`config.mk`:
```
export PLATFORM = sky130hd
export DESIGN_NAME = exception_vector_entry
export DESIGN_NICKNAME = d
export VERILOG_FILES = /design/src/logic/exc_entry_pkg.sv /design/src/logic/exception_vector_entry.sv
export SDC_FILE = /design/constraint.sdc
export NUM_CORES = 1
export LEC_CHECK = 0
export BUFFER_PORTS_ARGS = -buffer_cell sky130_fd_sc_hd__buf_2
export CORE_MARGIN = 1.5
export CORE_UTILIZATION = 53
export CTS_BUF_LIST = sky130_fd_sc_hd__clkbuf_8 sky130_fd_sc_hd__clkbuf_16
export CTS_CLUSTER_DIAMETER = 40
export DETAILED_ROUTE_END_ITERATION = 7
export MAX_ROUTING_LAYER = met4
export PLACE_DENSITY = 0.82
export SLEW_MARGIN = 0
export SYNTH_ARGS = -nofsm -noshare
export SYNTH_HDL_FRONTEND = slang
export SYNTH_SLANG_ARGS = --single-unit
```
`constraint.sdc`:
```
create_clock -name i_clk -period 10 [get_ports i_clk]
set_input_delay 2 -clock i_clk [delete_from_list [all_inputs] [get_ports i_clk]]
set_output_delay 2 -clock i_clk [all_outputs]
set_load 0.02 [all_outputs]
```
`src/logic/exc_entry_pkg.sv`:
```
// Package with constants and types for the exception entry block.
`default_nettype none
package exc_entry_pkg;
  // -------------------------------------------------------------------
  // Vector addresses
  // -------------------------------------------------------------------
  localparam logic [31:0] VEC_RESET = 32'hbfc0_0000;
  localparam logic [31:0] VEC_REFILL0 = 32'h8000_0000;
  localparam logic [31:0] VEC_REFILL1 = 32'hbfc0_0200;
  localparam logic [31:0] VEC_CACHE0 = 32'ha000_0100;
  localparam logic [31:0] VEC_CACHE1 = 32'hbfc0_0300;
  localparam logic [31:0] VEC_IRQ0 = 32'h8000_0200;
  localparam logic [31:0] VEC_IRQ1 = 32'hbfc0_0400;
  localparam logic [31:0] VEC_GEN0 = 32'h8000_0180;
  localparam logic [31:0] VEC_GEN1 = 32'hbfc0_0380;
  localparam logic [31:0] VEC_DBG_PROBE = 32'hff20_0200;
  localparam logic [31:0] VEC_DBG_ROM = 32'hbfc0_0480;
  localparam logic [31:0] SLOT_BYTES = 32'h0000_0004;
  // -------------------------------------------------------------------
  // Exception codes
  // -------------------------------------------------------------------
  localparam logic [4:0] CODE_INT = 5'h00;
  localparam logic [4:0] CODE_MOD = 5'h01;
  localparam logic [4:0] CODE_TLBL = 5'h02;
  localparam logic [4:0] CODE_TLBS = 5'h03;
  localparam logic [4:0] CODE_ADEL = 5'h04;
  localparam logic [4:0] CODE_ADES = 5'h05;
  localparam logic [4:0] CODE_CACHE = 5'h1e;
  // -------------------------------------------------------------------
  // Register offsets
  // -------------------------------------------------------------------
  localparam logic [7:0] OFS_STATUS = 8'h00;
  localparam logic [7:0] OFS_CAUSE = 8'h04;
  localparam logic [7:0] OFS_EPC = 8'h08;
  localparam logic [7:0] OFS_ERRPC = 8'h0c;
  localparam logic [7:0] OFS_BADVA = 8'h10;
  localparam logic [7:0] OFS_CONTEXT = 8'h14;
  // -------------------------------------------------------------------
  // Field positions and reset values
  // -------------------------------------------------------------------
  localparam int ST_EXL = 16;
  localparam int ST_ERL = 17;
  localparam int ST_BEV = 22;
  localparam int ST_PROBE = 23;
  localparam int CA_IV = 23;
  localparam int CA_BD = 31;
  localparam logic [31:0] STATUS_RST = 32'h0042_0000;
  localparam logic [3:0] KILL_ALL = 4'hf;
  localparam logic [3:0] KILL_YOUNG = 4'h7;
  typedef enum logic [2:0] {K_NONE, K_RESET, K_STAGE, K_DEBUG, K_IRQ, K_ERET} entry_kind_type;
endpackage
`default_nettype wire

```
`src/logic/exception_vector_entry.sv`:
```
// Exception entry: vector choice, return PC, status stack, cause and registers.
// Overview of operation
// [RULE1] Handler fetch issued one clock after detection.
// [RULE2] Interrupt: MEM completes, ALU instruction is return.
// [RULE3] Interrupt inputs pass a two-flop synchroniser.
// [RULE4] Reset, soft reset, NMI use reset vector.
// [RULE5] Refill vector depends on boot select, level.
// [RULE6] Cache errors use dedicated uncached vector.
// [RULE7] Dedicated interrupt vector when its bit set.
// [RULE8] Dedicated vector bit is writable in cause.
// [RULE9] All other exceptions use general vector.
// [RULE10] Boot select picks ROM or cached vectors.
// [RULE11] Error-class saves error PC, others normal.
// [RULE12] Push mode/enable stack, enter kernel disabled.
// [RULE13] Cause holds code and pending interrupts.
// [RULE14] Addressing faults load the faulting address.
// [RULE15] Memory faults update translation context register.
// [RULE16] Redirect only after state is updated.
// [RULE17] Float unit writes only non-faulting results.
// [RULE18] Multiply/divide results are not rolled back.
// [RULE19] Delay slot fault returns to branch, flags.
// [RULE20] Return resumes at active level's PC.
// [RULE21] Debug vector chosen by probe-present bit.
// [RULE22] Oldest instruction's exception wins, younger suppressed.
`default_nettype none
module exception_vector_entry #(
  parameter int IRQ_W = 8
) (
  input wire logic i_clk, // Core clock.
  input wire logic i_rst, // Asynchronous reset, active high.
  input wire logic [3:0] i_stage_exc, // Exception per stage, 3 is MEM, 0 fetch.
  input wire logic [3:0][4:0] i_stage_code, // Exception code per stage.
  input wire logic [3:0] i_stage_refill, // Fault is a TLB refill miss.
  input wire logic [3:0] i_stage_bd, // Instruction sits in a delay slot.
  input wire logic [3:0][31:0] i_stage_pc, // PC per stage.
  input wire logic [3:0][31:0] i_stage_badva, // Faulting address per stage.
  input wire logic [IRQ_W-1:0] i_irq, // Asynchronous interrupt lines.
  input wire logic i_nmi, // Non-maskable interrupt.
  input wire logic i_soft_reset, // Soft reset request.
  input wire logic i_debug_req, // Debug exception request.
  input wire logic i_eret, // Return-from-exception executes.
  input wire logic i_fpu_done, // Float unit result ready.
  input wire logic i_fpu_exc, // Float unit result raises.
  input wire logic [7:0] i_addr, // Register byte address.
  input wire logic [31:0] i_wdata, // Register write data.
  input wire logic i_we, // Register write strobe.
  input wire logic i_re, // Register read strobe.
  output logic [31:0] o_rdata, // Read data, cycle after strobe.
  output logic o_redirect, // One-cycle fetch redirect.
  output logic [31:0] o_vector, // Redirect target address.
  output logic [3:0] o_kill, // Stages nullified with redirect.
  output logic o_fpu_wr_en // Float register file write enable.
);
  // -------------------------------------------------------------------
  // State
  // -------------------------------------------------------------------
  logic [31:0] status_word;
  logic [IRQ_W-1:0] irq_s1, irq_s2;
  logic [4:0] cause_code;
  logic delay_slot_flag, dedicated_irq_vector;
  logic [31:0] exception_return_pc, error_return_pc, faulting_address, mmu_context;
  logic boot_pending;
  exc_entry_pkg::entry_kind_type next_kind;
  logic next_err, next_bd, irq_take, found;
  logic [1:0] sel;
  logic [4:0] next_code;
  logic [31:0] next_pc, next_vec;
  logic [3:0] next_kill;
  logic take;

  function automatic logic [31:0] vector_select(input logic [4:0] code, input logic refill,
                                                input logic boot_vector_select, input logic exception_level,
                                                input logic iv);
    if (refill && !exception_level) begin
      return boot_vector_select ? exc_entry_pkg::VEC_REFILL1 : exc_entry_pkg::VEC_REFILL0; // [RULE5]
    end
    if (code == exc_entry_pkg::CODE_CACHE) begin
      return boot_vector_select ? exc_entry_pkg::VEC_CACHE1 : exc_entry_pkg::VEC_CACHE0; // [RULE6]
    end
    if (code == exc_entry_pkg::CODE_INT && iv) begin
      return boot_vector_select ? exc_entry_pkg::VEC_IRQ1 : exc_entry_pkg::VEC_IRQ0; // [RULE7]
    end
    return boot_vector_select ? exc_entry_pkg::VEC_GEN1 : exc_entry_pkg::VEC_GEN0; // [RULE9] [RULE10]
  endfunction

  function automatic logic [3:0] kill_mask(input logic [1:0] s);
    return 4'((5'h02 << s) - 5'h01);
  endfunction

  // -------------------------------------------------------------------
  // Interrupt synchroniser
  // -------------------------------------------------------------------
  always_ff @(posedge i_clk or posedge i_rst) begin
    if (i_rst) begin
      irq_s1 <= '0;
      irq_s2 <= '0;
    end else begin
      irq_s1 <= i_irq; // [RULE3]
      irq_s2 <= irq_s1;
    end
  end

  assign irq_take = |(irq_s2 & status_word[8 +: IRQ_W]) && status_word[0]
                    && !status_word[exc_entry_pkg::ST_EXL] && !status_word[exc_entry_pkg::ST_ERL];

  // -------------------------------------------------------------------
  // Entry decision
  // -------------------------------------------------------------------
  always_comb begin
    found = 1'b0;
    sel = 2'd0;
    next_kind = exc_entry_pkg::K_NONE;
    next_err = 1'b0;
    next_bd = 1'b0;
    next_code = exc_entry_pkg::CODE_INT;
    next_pc = i_stage_pc[2];
    next_vec = exc_entry_pkg::VEC_GEN0;
    next_kill = 4'h0;
    // Later loop passes are older stages, so the oldest fault wins.
    for (int s = 0; s < 4; s++) begin
      if (i_stage_exc[s]) begin
        found = 1'b1; // [RULE22]
        sel = 2'(s);
      end
    end
    if (boot_pending || i_soft_reset || i_nmi) begin
      next_kind = exc_entry_pkg::K_RESET;
      next_err = 1'b1;
      next_pc = i_stage_pc[3];
      next_vec = exc_entry_pkg::VEC_RESET; // [RULE4]
      next_kill = exc_entry_pkg::KILL_ALL;
    end else if (found) begin
      next_kind = exc_entry_pkg::K_STAGE;
      next_code = i_stage_code[sel];
      next_bd = i_stage_bd[sel];
      next_pc = i_stage_bd[sel] ? i_stage_pc[sel] - exc_entry_pkg::SLOT_BYTES
                                : i_stage_pc[sel]; // [RULE19]
      next_err = (i_stage_code[sel] == exc_entry_pkg::CODE_CACHE); // [RULE11]
      next_vec = vector_select(i_stage_code[sel], i_stage_refill[sel],
                               status_word[exc_entry_pkg::ST_BEV],
                               status_word[exc_entry_pkg::ST_EXL], dedicated_irq_vector);
      next_kill = kill_mask(sel); // [RULE22]
    end else if (i_debug_req) begin
      next_kind = exc_entry_pkg::K_DEBUG;
      next_vec = status_word[exc_entry_pkg::ST_PROBE] ? exc_entry_pkg::VEC_DBG_PROBE
                                                      : exc_entry_pkg::VEC_DBG_ROM; // [RULE21]
      next_kill = exc_entry_pkg::KILL_YOUNG;
    end else if (irq_take) begin
      // The MEM instruction completes; the ALU instruction is the return point.
      next_kind = exc_entry_pkg::K_IRQ; // [RULE2]
      next_bd = i_stage_bd[2];
      next_pc = i_stage_bd[2] ? i_stage_pc[2] - exc_entry_pkg::SLOT_BYTES
                              : i_stage_pc[2]; // [RULE19]
      next_vec = vector_select(exc_entry_pkg::CODE_INT, 1'b0,
                               status_word[exc_entry_pkg::ST_BEV],
                               status_word[exc_entry_pkg::ST_EXL], dedicated_irq_vector);
      next_kill = exc_entry_pkg::KILL_YOUNG; // [RULE2]
    end else if (i_eret) begin
      next_kind = exc_entry_pkg::K_ERET;
      next_vec = status_word[exc_entry_pkg::ST_ERL] ? error_return_pc
                                                    : exception_return_pc; // [RULE20]
      next_kill = exc_entry_pkg::KILL_YOUNG;
    end
  end

  assign take = (next_kind != exc_entry_pkg::K_NONE) && (next_kind != exc_entry_pkg::K_ERET);

  always_ff @(posedge i_clk or posedge i_rst) begin
    if (i_rst) begin
      boot_pending <= 1'b1;
    end else begin
      boot_pending <= 1'b0;
    end
  end

  // -------------------------------------------------------------------
  // Redirect; state below updates on this same edge, before the fetch.
  // -------------------------------------------------------------------
  always_ff @(posedge i_clk or posedge i_rst) begin
    if (i_rst) begin
      o_redirect <= 1'b0;
      o_vector <= exc_entry_pkg::VEC_RESET;
      o_kill <= 4'h0;
    end else begin
      o_redirect <= (next_kind != exc_entry_pkg::K_NONE); // [RULE1] [RULE16]
      o_vector <= next_vec;
      o_kill <= next_kill; // [RULE18]
    end
  end

  // -------------------------------------------------------------------
  // Return PCs
  // -------------------------------------------------------------------
  always_ff @(posedge i_clk or posedge i_rst) begin
    if (i_rst) begin
      exception_return_pc <= 32'h0000_0000;
    end else if (take && !next_err) begin
      exception_return_pc <= next_pc; // [RULE11]
    end else if (i_we && i_addr == exc_entry_pkg::OFS_EPC) begin
      exception_return_pc <= i_wdata;
    end
  end

  always_ff @(posedge i_clk or posedge i_rst) begin
    if (i_rst) begin
      error_return_pc <= 32'h0000_0000;
    end else if (take && next_err) begin
      error_return_pc <= next_pc; // [RULE11]
    end else if (i_we && i_addr == exc_entry_pkg::OFS_ERRPC) begin
      error_return_pc <= i_wdata;
    end
  end

  // -------------------------------------------------------------------
  // Status word
  // -------------------------------------------------------------------
  always_ff @(posedge i_clk or posedge i_rst) begin
    if (i_rst) begin
      status_word <= exc_entry_pkg::STATUS_RST;
    end else if (take) begin
      status_word[5:0] <= {status_word[3:0], 2'b00}; // [RULE12]
      if (next_err) begin
        status_word[exc_entry_pkg::ST_ERL] <= 1'b1;
        status_word[exc_entry_pkg::ST_BEV] <= 1'b1;
      end else begin
        status_word[exc_entry_pkg::ST_EXL] <= 1'b1;
      end
    end else if (next_kind == exc_entry_pkg::K_ERET) begin
      status_word[5:0] <= {status_word[5:4], status_word[5:2]};
      if (status_word[exc_entry_pkg::ST_ERL]) begin
        status_word[exc_entry_pkg::ST_ERL] <= 1'b0; // [RULE20]
      end else begin
        status_word[exc_entry_pkg::ST_EXL] <= 1'b0; // [RULE20]
      end
    end else if (i_we && i_addr == exc_entry_pkg::OFS_STATUS) begin
      status_word <= i_wdata;
    end
  end

  // -------------------------------------------------------------------
  // Cause state
  // -------------------------------------------------------------------
  always_ff @(posedge i_clk or posedge i_rst) begin
    if (i_rst) begin
      cause_code <= exc_entry_pkg::CODE_INT;
      delay_slot_flag <= 1'b0;
    end else if (take) begin
      cause_code <= next_code; // [RULE13]
      delay_slot_flag <= next_bd; // [RULE19]
    end
  end

  always_ff @(posedge i_clk or posedge i_rst) begin
    if (i_rst) begin
      dedicated_irq_vector <= 1'b0;
    end else if (i_we && i_addr == exc_entry_pkg::OFS_CAUSE) begin
      dedicated_irq_vector <= i_wdata[exc_entry_pkg::CA_IV]; // [RULE8]
    end
  end

  // -------------------------------------------------------------------
  // Fault address and translation context
  // -------------------------------------------------------------------
  always_ff @(posedge i_clk or posedge i_rst) begin
    if (i_rst) begin
      faulting_address <= 32'h0000_0000;
      mmu_context <= 32'h0000_0000;
    end else if (next_kind == exc_entry_pkg::K_STAGE) begin
      if (next_code >= exc_entry_pkg::CODE_MOD && next_code <= exc_entry_pkg::CODE_ADES) begin
        faulting_address <= i_stage_badva[sel]; // [RULE14]
      end
      if (next_code >= exc_entry_pkg::CODE_MOD && next_code <= exc_entry_pkg::CODE_TLBS) begin
        mmu_context <= {i_stage_badva[sel][31:13], 13'h0000}; // [RULE15]
      end
    end
  end

  // -------------------------------------------------------------------
  // Float unit write gate
  // -------------------------------------------------------------------
  always_ff @(posedge i_clk or posedge i_rst) begin
    if (i_rst) begin
      o_fpu_wr_en <= 1'b0;
    end else begin
      o_fpu_wr_en <= i_fpu_done && !i_fpu_exc && !take; // [RULE17]
    end
  end

  // -------------------------------------------------------------------
  // Register read
  // -------------------------------------------------------------------
  always_ff @(posedge i_clk or posedge i_rst) begin
    if (i_rst) begin
      o_rdata <= 32'h0000_0000;
    end else if (i_re) begin
      case (i_addr)
        exc_entry_pkg::OFS_STATUS: o_rdata <= status_word;
        exc_entry_pkg::OFS_CAUSE: begin
          o_rdata <= 32'h0000_0000;
          o_rdata[6:2] <= cause_code;
          o_rdata[8 +: IRQ_W] <= irq_s2; // [RULE13]
          o_rdata[exc_entry_pkg::CA_IV] <= dedicated_irq_vector;
          o_rdata[exc_entry_pkg::CA_BD] <= delay_slot_flag;
        end
        exc_entry_pkg::OFS_EPC: o_rdata <= exception_return_pc;
        exc_entry_pkg::OFS_ERRPC: o_rdata <= error_return_pc;
        exc_entry_pkg::OFS_BADVA: o_rdata <= faulting_address;
        exc_entry_pkg::OFS_CONTEXT: o_rdata <= mmu_context;
        default: o_rdata <= 32'h0000_0000;
      endcase
    end else begin
      o_rdata <= 32'h0000_0000;
    end
  end

  // -------------------------------------------------------------------
  // Assertions
  // -------------------------------------------------------------------
  a_entry_latency: assert property (@(posedge i_clk) disable iff (i_rst) // [RULE1]
    take |=> o_redirect) else $error("entry redirect missing");
  a_irq_return_pc: assert property (@(posedge i_clk) disable iff (i_rst) // [RULE2]
    (next_kind == exc_entry_pkg::K_IRQ && !i_stage_bd[2]) |=>
    (exception_return_pc == $past(i_stage_pc[2]) && o_kill == exc_entry_pkg::KILL_YOUNG))
    else $error("interrupt return pc wrong");
  a_irq_two_flop: assert property (@(posedge i_clk) disable iff (i_rst) // [RULE3]
    ##2 irq_s2 == $past(i_irq, 2)) else $error("interrupt sync depth wrong");
  a_reset_vector: assert property (@(posedge i_clk) disable iff (i_rst) // [RULE4]
    (next_kind == exc_entry_pkg::K_RESET) |=> o_vector == exc_entry_pkg::VEC_RESET)
    else $error("reset vector wrong");
  a_error_pc_save: assert property (@(posedge i_clk) disable iff (i_rst) // [RULE11]
    (take && next_err) |=> (error_return_pc == $past(next_pc)
    && status_word[exc_entry_pkg::ST_ERL])) else $error("error pc not saved");
  a_status_push: assert property (@(posedge i_clk) disable iff (i_rst) // [RULE12]
    take |=> (status_word[1:0] == 2'b00 && status_word[5:2] == $past(status_word[3:0])))
    else $error("status stack not pushed");
  a_delay_slot: assert property (@(posedge i_clk) disable iff (i_rst) // [RULE19]
    (next_kind == exc_entry_pkg::K_STAGE && next_bd) |=> delay_slot_flag)
    else $error("delay slot flag not set");
  a_fpu_gate: assert property (@(posedge i_clk) disable iff (i_rst) // [RULE17]
    o_fpu_wr_en |-> ($past(i_fpu_done) && !$past(i_fpu_exc))) else $error("fpu write leaked");
  a_eret_level: assert property (@(posedge i_clk) disable iff (i_rst) // [RULE20]
    (next_kind == exc_entry_pkg::K_ERET && status_word[exc_entry_pkg::ST_ERL]) |=>
    (!status_word[exc_entry_pkg::ST_ERL] && o_vector == $past(error_return_pc)))
    else $error("return level not cleared");
endmodule
`default_nettype wire

```
==> metrics.md, run 1 <==
| Metric | Value |
|---|---|
| Run status | finished, final reports clean |
| CP arrival | 6.41 ns |
| Number of unique standard cell types used by synthesis | 77 |
| Hold buffer count at CTS | 0 |
| Area growth, synth to finish | 22.7% |
| Maximum clock rate | 167 MHz |
| Final min period | 5.99 ns |
| Antenna violations before repair | 5 |
| Vias per inst | 6.36 |
| Endpoint class of the critical path | flip-flop |
| Final hold viol count | 0 |
| Most frequent standard cell in the layout excluding fill and tap cells | sky130_fd_sc_hd__buf_2 |
| Overall die width | 169 um |
| Final design area excluding fillers | 17900 um2 |
| Die Y | 169 um |
| Sequential share of the synthesized area | 41.5% |
| Total cell area at the placement stage | 16800 um2 |
| Proportion of total power due to net switching | 29.4% |
| Count of input and output buffers | 415 |
| YS warnings | 0 |
| # nets final | 2319 |
| Startpoint of the most critical register-to-register path | irq_s2[6] |
| Flop pwr share | 43.4% |
| Setup slack on the worst flop-to-flop path | 6.08 ns |
| Average instance area after synthesis | 9.00 um2 |
| Nets in the synthesized netlist | 1966 |
| Primary FF master, synth | sky130_fd_sc_hd__dfrtp_1 |
| Number of buffers inserted during clock tree synthesis | 28 |
| Weighted congestion reported at the end of routability-driven placement | 0.995 |
| Worst R2R Path Depth | 6 |
| Maximum capacitance violations | 0 |
| Pleak | 8.56 nW |
| Share of the clock period used by the worst path after layout | 59.9% |
| Number of H-tree levels | 1 |
| Number of pins with negative max-slew slack in the final report | 0 |
| Number of vias after detailed routing | 14900 |
| Half-perimeter wire length after detailed placement | 42.1 mm |
| Synthesized flop and latch total | 241 |
| Ratio of cells with drive above 1 in the final layout | 29.9% |
| DRT antenna net count | 0 |
| CP Launch Type | input pin |
| Internal portion of total power | 0.00195 W |
| Number of optimization iterations in the first detailed-route pass | 7 |
| Area of the die | 28500 um2 |
| CTS tree | yes |
| Unrepaired setup endpoints after global routing | false |
| Comb power frac | 17.1% |
| Number of global-route vias before repair | 14000 |
| Number of gates resized after CTS | 0 |
| Pin slew with the least headroom to its limit | 1.20 ns |
| Kind of critical path | in -> reg |
| Setup TNS after final layout | 0 ns |
| Routed wire length | 56.5 mm |
| Number of DRC violations after detailed-routing iteration 0 | 1994 |
| Hold slack | 0.351 ns |
| Pin count of the biggest net entering global routing | 119 |
| CP endpoint | exception_return_pc[19] |
| Post-synthesis async set-or-reset flop share | 100% |
| Post-CTS Setup Repair Bufs | 0 |
| Crit Reg-Reg Endpoint | status_word[31] |
| Clock network fraction of design power | 39.5% |
| Max transition margin | 19.9% |
| Number of standard cells after synthesis | 1616 |
| Remaining Overflow, GRT | 0 |
| Path category of the worst min-delay check | reg -> reg |
| Top library cells by usage in the layout, fill and taps aside | sky130_fd_sc_hd__buf_2 (412), sky130_fd_sc_hd__dfrtp_1 (229), sky130_fd_sc_hd__a21oi_1 (213), sky130_fd_sc_hd__nor2_1 (200), sky130_fd_sc_hd__mux2i_1 (126) |
| Total track usage | 39.6% |
| Setup-failing EPs final | 0 |
| Switching Power | 0.000811 W |
| Clock tree sinks | 241 |
| Clk pin slew, worst setup/hold paths | 0.06 ns |
| Critical-path maximum fanout | 96 |
| Clk_skew | 0.0155 ns |
| Starting utilization of the core area | 54.0% |
| Floorplan row count | 60 |
| Number of buffers on the longest clock path | 3 |
| Number of flops mapped to enable cells by yosys | 0 |
| Top Ports | 416 |
| PwrDens | 155 nW/um2 |
| Required @ worst endpoint | 10.42 ns |
| Core outline area | 27000 um2 |
| CTS Root Buffer Type | sky130_fd_sc_hd__clkbuf_16 |
| Clk_lat worst skew | 0.54 ns |
| Wire length of the first global-routing pass | 83.1 mm |
| Start point of the critical path | i_stage_exc[2] |
| Post-detailed-route DRC marker count | 0 |
| Maximum ir drop on the vdd rail | 0.112 mV |
| WL per Instance | 24.2 um |
| Synthesized area | 14600 um2 |
cell families after synthesis:
| logic type | Yosys count | synth area share (%) |
|---|---|---|
| flip-flops | 241 | 41.5 |
| multiplexers | 184 | 13.2 |
| XOR/XNOR | 52 | 3.13 |
| AO/OA/AOI/OAI | 479 | 20.8 |
| other | 1 | 0.0258 |
| AND/OR/NAND/NOR | 508 | 16.8 |
| adder cells (fa/ha/maj) | 4 | 0.344 |
| buffers and inverters | 147 | 4.12 |
cell type report:
type | count | area, um2
Clock inverter | 17 | 208
Inverter | 29 | 116
Fill cell | 2262 | 9090
Sequential cell | 241 | 6050
Tap cell | 341 | 427
Antenna cell | 4 | 10.0
Clock buffer | 35 | 808
Timing Repair Buffer | 441 | 2280
Multi-Input combinational cell | 1228 | 7960
stage by stage:
| step | total power [W] | cells | util, % | setup WS [ns] |
|---|---|---|---|---|
| 6_report | 0.00276 | 2336 | 66.3 | 4.01 |
| 4_1_cts | 0.00275 | 2332 | 66.2 | 3.95 |
| 2_1_floorplan | 0.00145 | 1616 | - | 1.40 |
| 5_1_grt | 0.00287 | 2336 | 66.3 | 3.68 |
| 3_3_place_gp | 0.00165 | 2280 | 62.5 | 3.54 |
| 3_5_place_dp | 0.00167 | 2280 | 62.5 | 3.45 |
sequential cells by signal, summed over array words and instances, names as in the netlist:
name,cells
o_fpu_wr_en,1
dedicated_irq_vector,1
error_return_pc,32
boot_pending,1
o_rdata,32
o_redirect,1
irq_s2,8
irq_s1,8
delay_slot_flag,1
exception_return_pc,32
status_word,32
o_kill,4
o_vector,32
mmu_context,19
faulting_address,32
cause_code,5
power groups by stage:
stage | registers (W) | logic, W | clock network, W
3_3_place_gp | 0.00120 | 0.000451 | 0
4_1_cts | 0.00119 | 0.000467 | 0.00109
3_5_place_dp | 0.00120 | 0.000463 | 0
5_1_grt | 0.00121 | 0.000517 | 0.00114
2_1_floorplan | 0.00116 | 0.000290 | 0
6_report | 0.00120 | 0.000472 | 0.00109
worst max-delay path, cell delays in order:
cell and delay, ns:
sky130_fd_sc_hd__buf_4 0.67, sky130_fd_sc_hd__nor2_1 0.51, sky130_fd_sc_hd__a222oi_1 0.76, sky130_fd_sc_hd__and2_1 0.31, sky130_fd_sc_hd__nor4b_4 0.21, sky130_fd_sc_hd__buf_4 0.32
sky130_fd_sc_hd__nand2b_1 0.83, sky130_fd_sc_hd__nor2_1 0.38, sky130_fd_sc_hd__a221oi_1 0.40
metal layers:
layer	wire length, um	track usage [%]	vias up
met5	0	-	-
met4	3000	18.8	0
met3	5680	6.10	173
met2	26000	61.9	1047
met1	21800	50.7	7021
li1	-	-	6620
synthesized netlist by cell type (all sizes together), types with 5 or more instances:
| library cell | n | area (um2) |
|---|---|---|
| mux2i | 126 | 1260 |
| a21o | 5 | 37.5 |
| a31oi | 9 | 56.3 |
| nor2 | 200 | 751 |
| o22ai | 12 | 75.1 |
| dfrtp | 229 | 5730 |
| o21ai | 74 | 370 |
| or2 | 11 | 68.8 |
| inv | 28 | 105 |
| mux2 | 58 | 661 |
| xor2 | 20 | 175 |
| nand2 | 115 | 434 |
| a22o | 14 | 123 |
| a211oi | 28 | 210 |
| buf | 29 | 154 |
| a221oi | 10 | 87.6 |
| xnor2 | 32 | 280 |
| a21oi | 213 | 1070 |
| nand2b | 9 | 56.3 |
| nor4b | 6 | 65.1 |
| nor3b | 10 | 80.1 |
| or3 | 9 | 61.3 |
| o221ai | 7 | 61.3 |
| and3 | 9 | 56.3 |
| dfstp | 12 | 315 |
| o211ai | 10 | 75.1 |
| and2 | 9 | 56.3 |
| nand4 | 8 | 50.1 |
| clkbuf | 89 | 337 |
| nor4 | 8 | 68.8 |
| nor2b | 22 | 138 |
| a222oi | 40 | 400 |
| nand3 | 38 | 190 |
| nor3 | 33 | 190 |
| a22oi | 30 | 225 |
| o31ai | 5 | 37.5 |
worst min-delay path by stage:
| stage | endpoint | slack (ns) | startpoint | cells after the start |
|---|---|---|---|---|
| floorplan | irq_s2[0] | 0.33 | irq_s1[0] | 0 |
| global placement | irq_s2[1] | 0.33 | irq_s1[1] | 0 |
| detailed placement | irq_s2[6] | 0.34 | irq_s1[6] | 0 |
| CTS | irq_s2[5] | 0.35 | irq_s1[5] | 0 |
| global route | irq_s2[5] | 0.36 | irq_s1[5] | 0 |
| finish | irq_s2[5] | 0.35 | irq_s1[5] | 0 |
(Power assumes the default switching activity.)
==> run 2, diff against run 1 <==
==> constraint.sdc (replaced) <==
create_clock -name i_clk -period 5.92 [get_ports i_clk]
set_input_delay 1.184 -clock i_clk [delete_from_list [all_inputs] [get_ports i_clk]]
set_output_delay 1.184 -clock i_clk [all_outputs]
set_load 0.02 [all_outputs]
==> run 2 against run 1 <==
Against the previous run: worst setup slack worse by 2.5 ns; critical path depth is 3 higher; clock skew shrank 0.0069 ns; non-clock buffer count grew 6; clock-buffer cell count down 5; largest cell class unchanged; via count fell by 0.10%.
==> metrics.md, run 2 (same netlist as run 1, synthesis figures left out) <==
| Metric | Value |
|---|---|
| Pin slew with the least headroom to its limit | 1.25 ns (+0.0514 ns) |
| Setup slack at placement | 0.974 ns (-2.47 ns) |
| CP arrival | 4.84 ns (-1.57 ns) |
| CP Launch Type | input pin |
| WL per Instance | 24.5 um (+1.2%) |
| Starting utilization of the core area | 54.0% (unchanged) |
| Total track usage | 40.8% (+1.3 points) |
| Number of gates resized after CTS | 0 (unchanged) |
| CP endpoint | exception_return_pc[18] |
| Count of input and output buffers | 415 (unchanged) |
| Overall die width | 169 um (unchanged) |
| Most frequent standard cell in the layout excluding fill and tap cells | sky130_fd_sc_hd__buf_2 |
| Ratio of cells with drive above 1 in the final layout | 30.1% (+0.18 points) |
| Total power consumption of the routed design | 0.00471 W (+71%) |
| Share of the clock period used by the worst path after layout | 74.9% |
| Floorplan row count | 60 (unchanged) |
| Weighted congestion reported at the end of routability-driven placement | 0.992 (-0.36%) |
| Clock tree sinks | 241 (unchanged) |
| Antenna violations before repair | 1 (-4) |
| Number of vias after detailed routing | 14800 (-0.10%) |
| Max transition margin | 16.4% (-3.5 points) |
| Maximum capacitance violations | 0 (unchanged) |
| Cell mode on critical path | sky130_fd_sc_hd__o221ai_1 |
| Worst-path cell with the longest stage delay | sky130_fd_sc_hd__a2111oi_0 |
| Wire length of the first global-routing pass | 85.4 mm (+2.7%) |
| Endpoint class of the critical path | flip-flop |
| Half-perimeter wire length after detailed placement | 43.4 mm (+3.0%) |
| Maximum clock rate | 225 MHz |
| Number of pins with negative max-slew slack in the final report | 0 (unchanged) |
| Vias per inst | 6.35 (-0.19%) |
| Number of DRC violations after detailed-routing iteration 0 | 1951 (-2.2%) |
| Start point of the critical path | i_stage_exc[1] |
| Kind of critical path | in -> reg |
| Area growth, synth to finish | 23.0% |
| Final core occ | 66.4% (+0.16 points) |
| Core outline area | 27000 um2 (unchanged) |
| Remaining Overflow, GRT | 0 (unchanged) |
| Hold buffer count at CTS | 0 (unchanged) |
| CTS tree | yes |
| CTS Root Buffer Type | sky130_fd_sc_hd__clkbuf_16 |
| Clk_lat worst skew | 0.55 ns (about the same) |
| # nets final | 2325 (+0.26%) |
| Crit Reg-Reg Endpoint | status_word[20] |
| Top library cells by usage in the layout, fill and taps aside | sky130_fd_sc_hd__buf_2 (412), sky130_fd_sc_hd__dfrtp_1 (229), sky130_fd_sc_hd__a21oi_1 (213), sky130_fd_sc_hd__nor2_1 (200), sky130_fd_sc_hd__mux2i_1 (126) |
| Cell-by-cell trace of the critical path | buf_4 > mux2_2 > o221ai_1 > ha_1 > inv_1 > o311a_1 > a2111oi_0 > and2_1 > nand3_1 > xor2_1 > o221ai_1 > o21ai_0 |
| DRT antenna net count | 0 (unchanged) |
| PwrDens | 263 nW/um2 (+70%) |
| Post-detailed-route DRC marker count | 0 (unchanged) |
| Path category of the worst min-delay check | reg -> reg |
| Required @ worst endpoint | 6.33 ns (-4.09 ns) |
| Setup slack on the worst flop-to-flop path | 2.00 ns (-4.08 ns) |
| Number of global-route vias before repair | 14200 (+1.6%) |
| Final min period | 4.44 ns |
| Clk pin slew, worst setup/hold paths | 0.07 ns (about the same) |
| Number of H-tree levels | 1 (unchanged) |
| Unrepaired setup endpoints after global routing | false |
| Run status | finished, final reports clean |
| Number of buffers on the longest clock path | 3 (unchanged) |
| Routed wire length | 57.2 mm (+1.3%) |
| Final WS setup | 1.48 ns (-2.53 ns) |
| Worst R2R Path Depth | 6 (unchanged) |
| Top Ports | 416 (unchanged) |
| Setup-failing EPs final | 0 (unchanged) |
| Critical-path maximum fanout | 39 (-59%) |
| Setup TNS after final layout | 0 ns (unchanged) |
| Pin count of the biggest net entering global routing | 164 (+38%) |
| Die Y | 169 um (unchanged) |
| Startpoint of the most critical register-to-register path | status_word[14] |
| Post-CTS Setup Repair Bufs | 0 (unchanged) |
| Number of optimization iterations in the first detailed-route pass | 8 (+1) |
| Pleak | 8.57 nW (+0.12%) |
| Clk_skew | 0.00858 ns (-0.00687 ns) |
| Final hold viol count | 0 (unchanged) |
| Worst stage delay on the critical path | 0.68 ns (-0.15 ns) |
| Maximum ir drop on the vdd rail | 0.192 mV (+71%) |
| Area of the die | 28500 um2 (unchanged) |
| Number of buffers inserted during clock tree synthesis | 28 (unchanged) |
run 2: worst min-delay path by stage:
stage | slack (ns) | endpoint | start | cells past startpoint
3_3_place_gp | 0.33 | irq_s2[1] | irq_s1[1] | 0
3_5_place_dp | 0.34 | irq_s2[7] | irq_s1[7] | 0
4_1_cts | 0.35 | irq_s2[0] | irq_s1[0] | 0
6_report | 0.35 | irq_s2[0] | irq_s1[0] | 0
2_1_floorplan | 0.33 | irq_s2[0] | irq_s1[0] | 0
5_1_grt | 0.36 | irq_s2[7] | irq_s1[7] | 0
run 2: worst max-delay path, delay by kind of cell:
family | cells | cell delay (ns)
buf+inv | 2 | 0.51
fa+ha+maj | 1 | 0.26
simple gates | 2 | 0.43
mux | 1 | 0.41
xor+xnor | 1 | 0.16
compound gates | 5 | 1.88
run 2: per-layer routing:
layer,part of all wire (%),GRT usage [%],vias up
met5,0,-,-
met4,4.8,18.2,0
met3,10,7.34,158
met2,46,63.7,1017
met1,39,52.2,7038
li1,-,-,6633
run 2: per-stage QoR:
step                      area (um2)  hold slack (ns)  std cells
final                          17900            0.349       2338
after global routing           17900            0.355       2338
after CTS                      17900            0.350       2337
after floorplan                14600            0.331       1616
after global placement         16900            0.335       2286
after detailed placement       16900            0.339       2286
run 2: area by class of cell:
type	instances	area, um2
tap	341	427
timing repair buffer	447	2340
clock buffer	30	739
fill	2252	9050
inverter	29	113
antenna	1	2.50
sequential	241	6050
clock inverter	21	273
multi-input combinational	1228	7960
run 2: power breakdown:
group / switching [W] / internal, W / total, W
Clock: 0.000744 / 0.00114 / 0.00188
Sequential: 0.000178 / 0.00185 / 0.00203
Combinational: 0.000471 / 0.000336 / 0.000807
Total: 0.00139 / 0.00332 / 0.00471
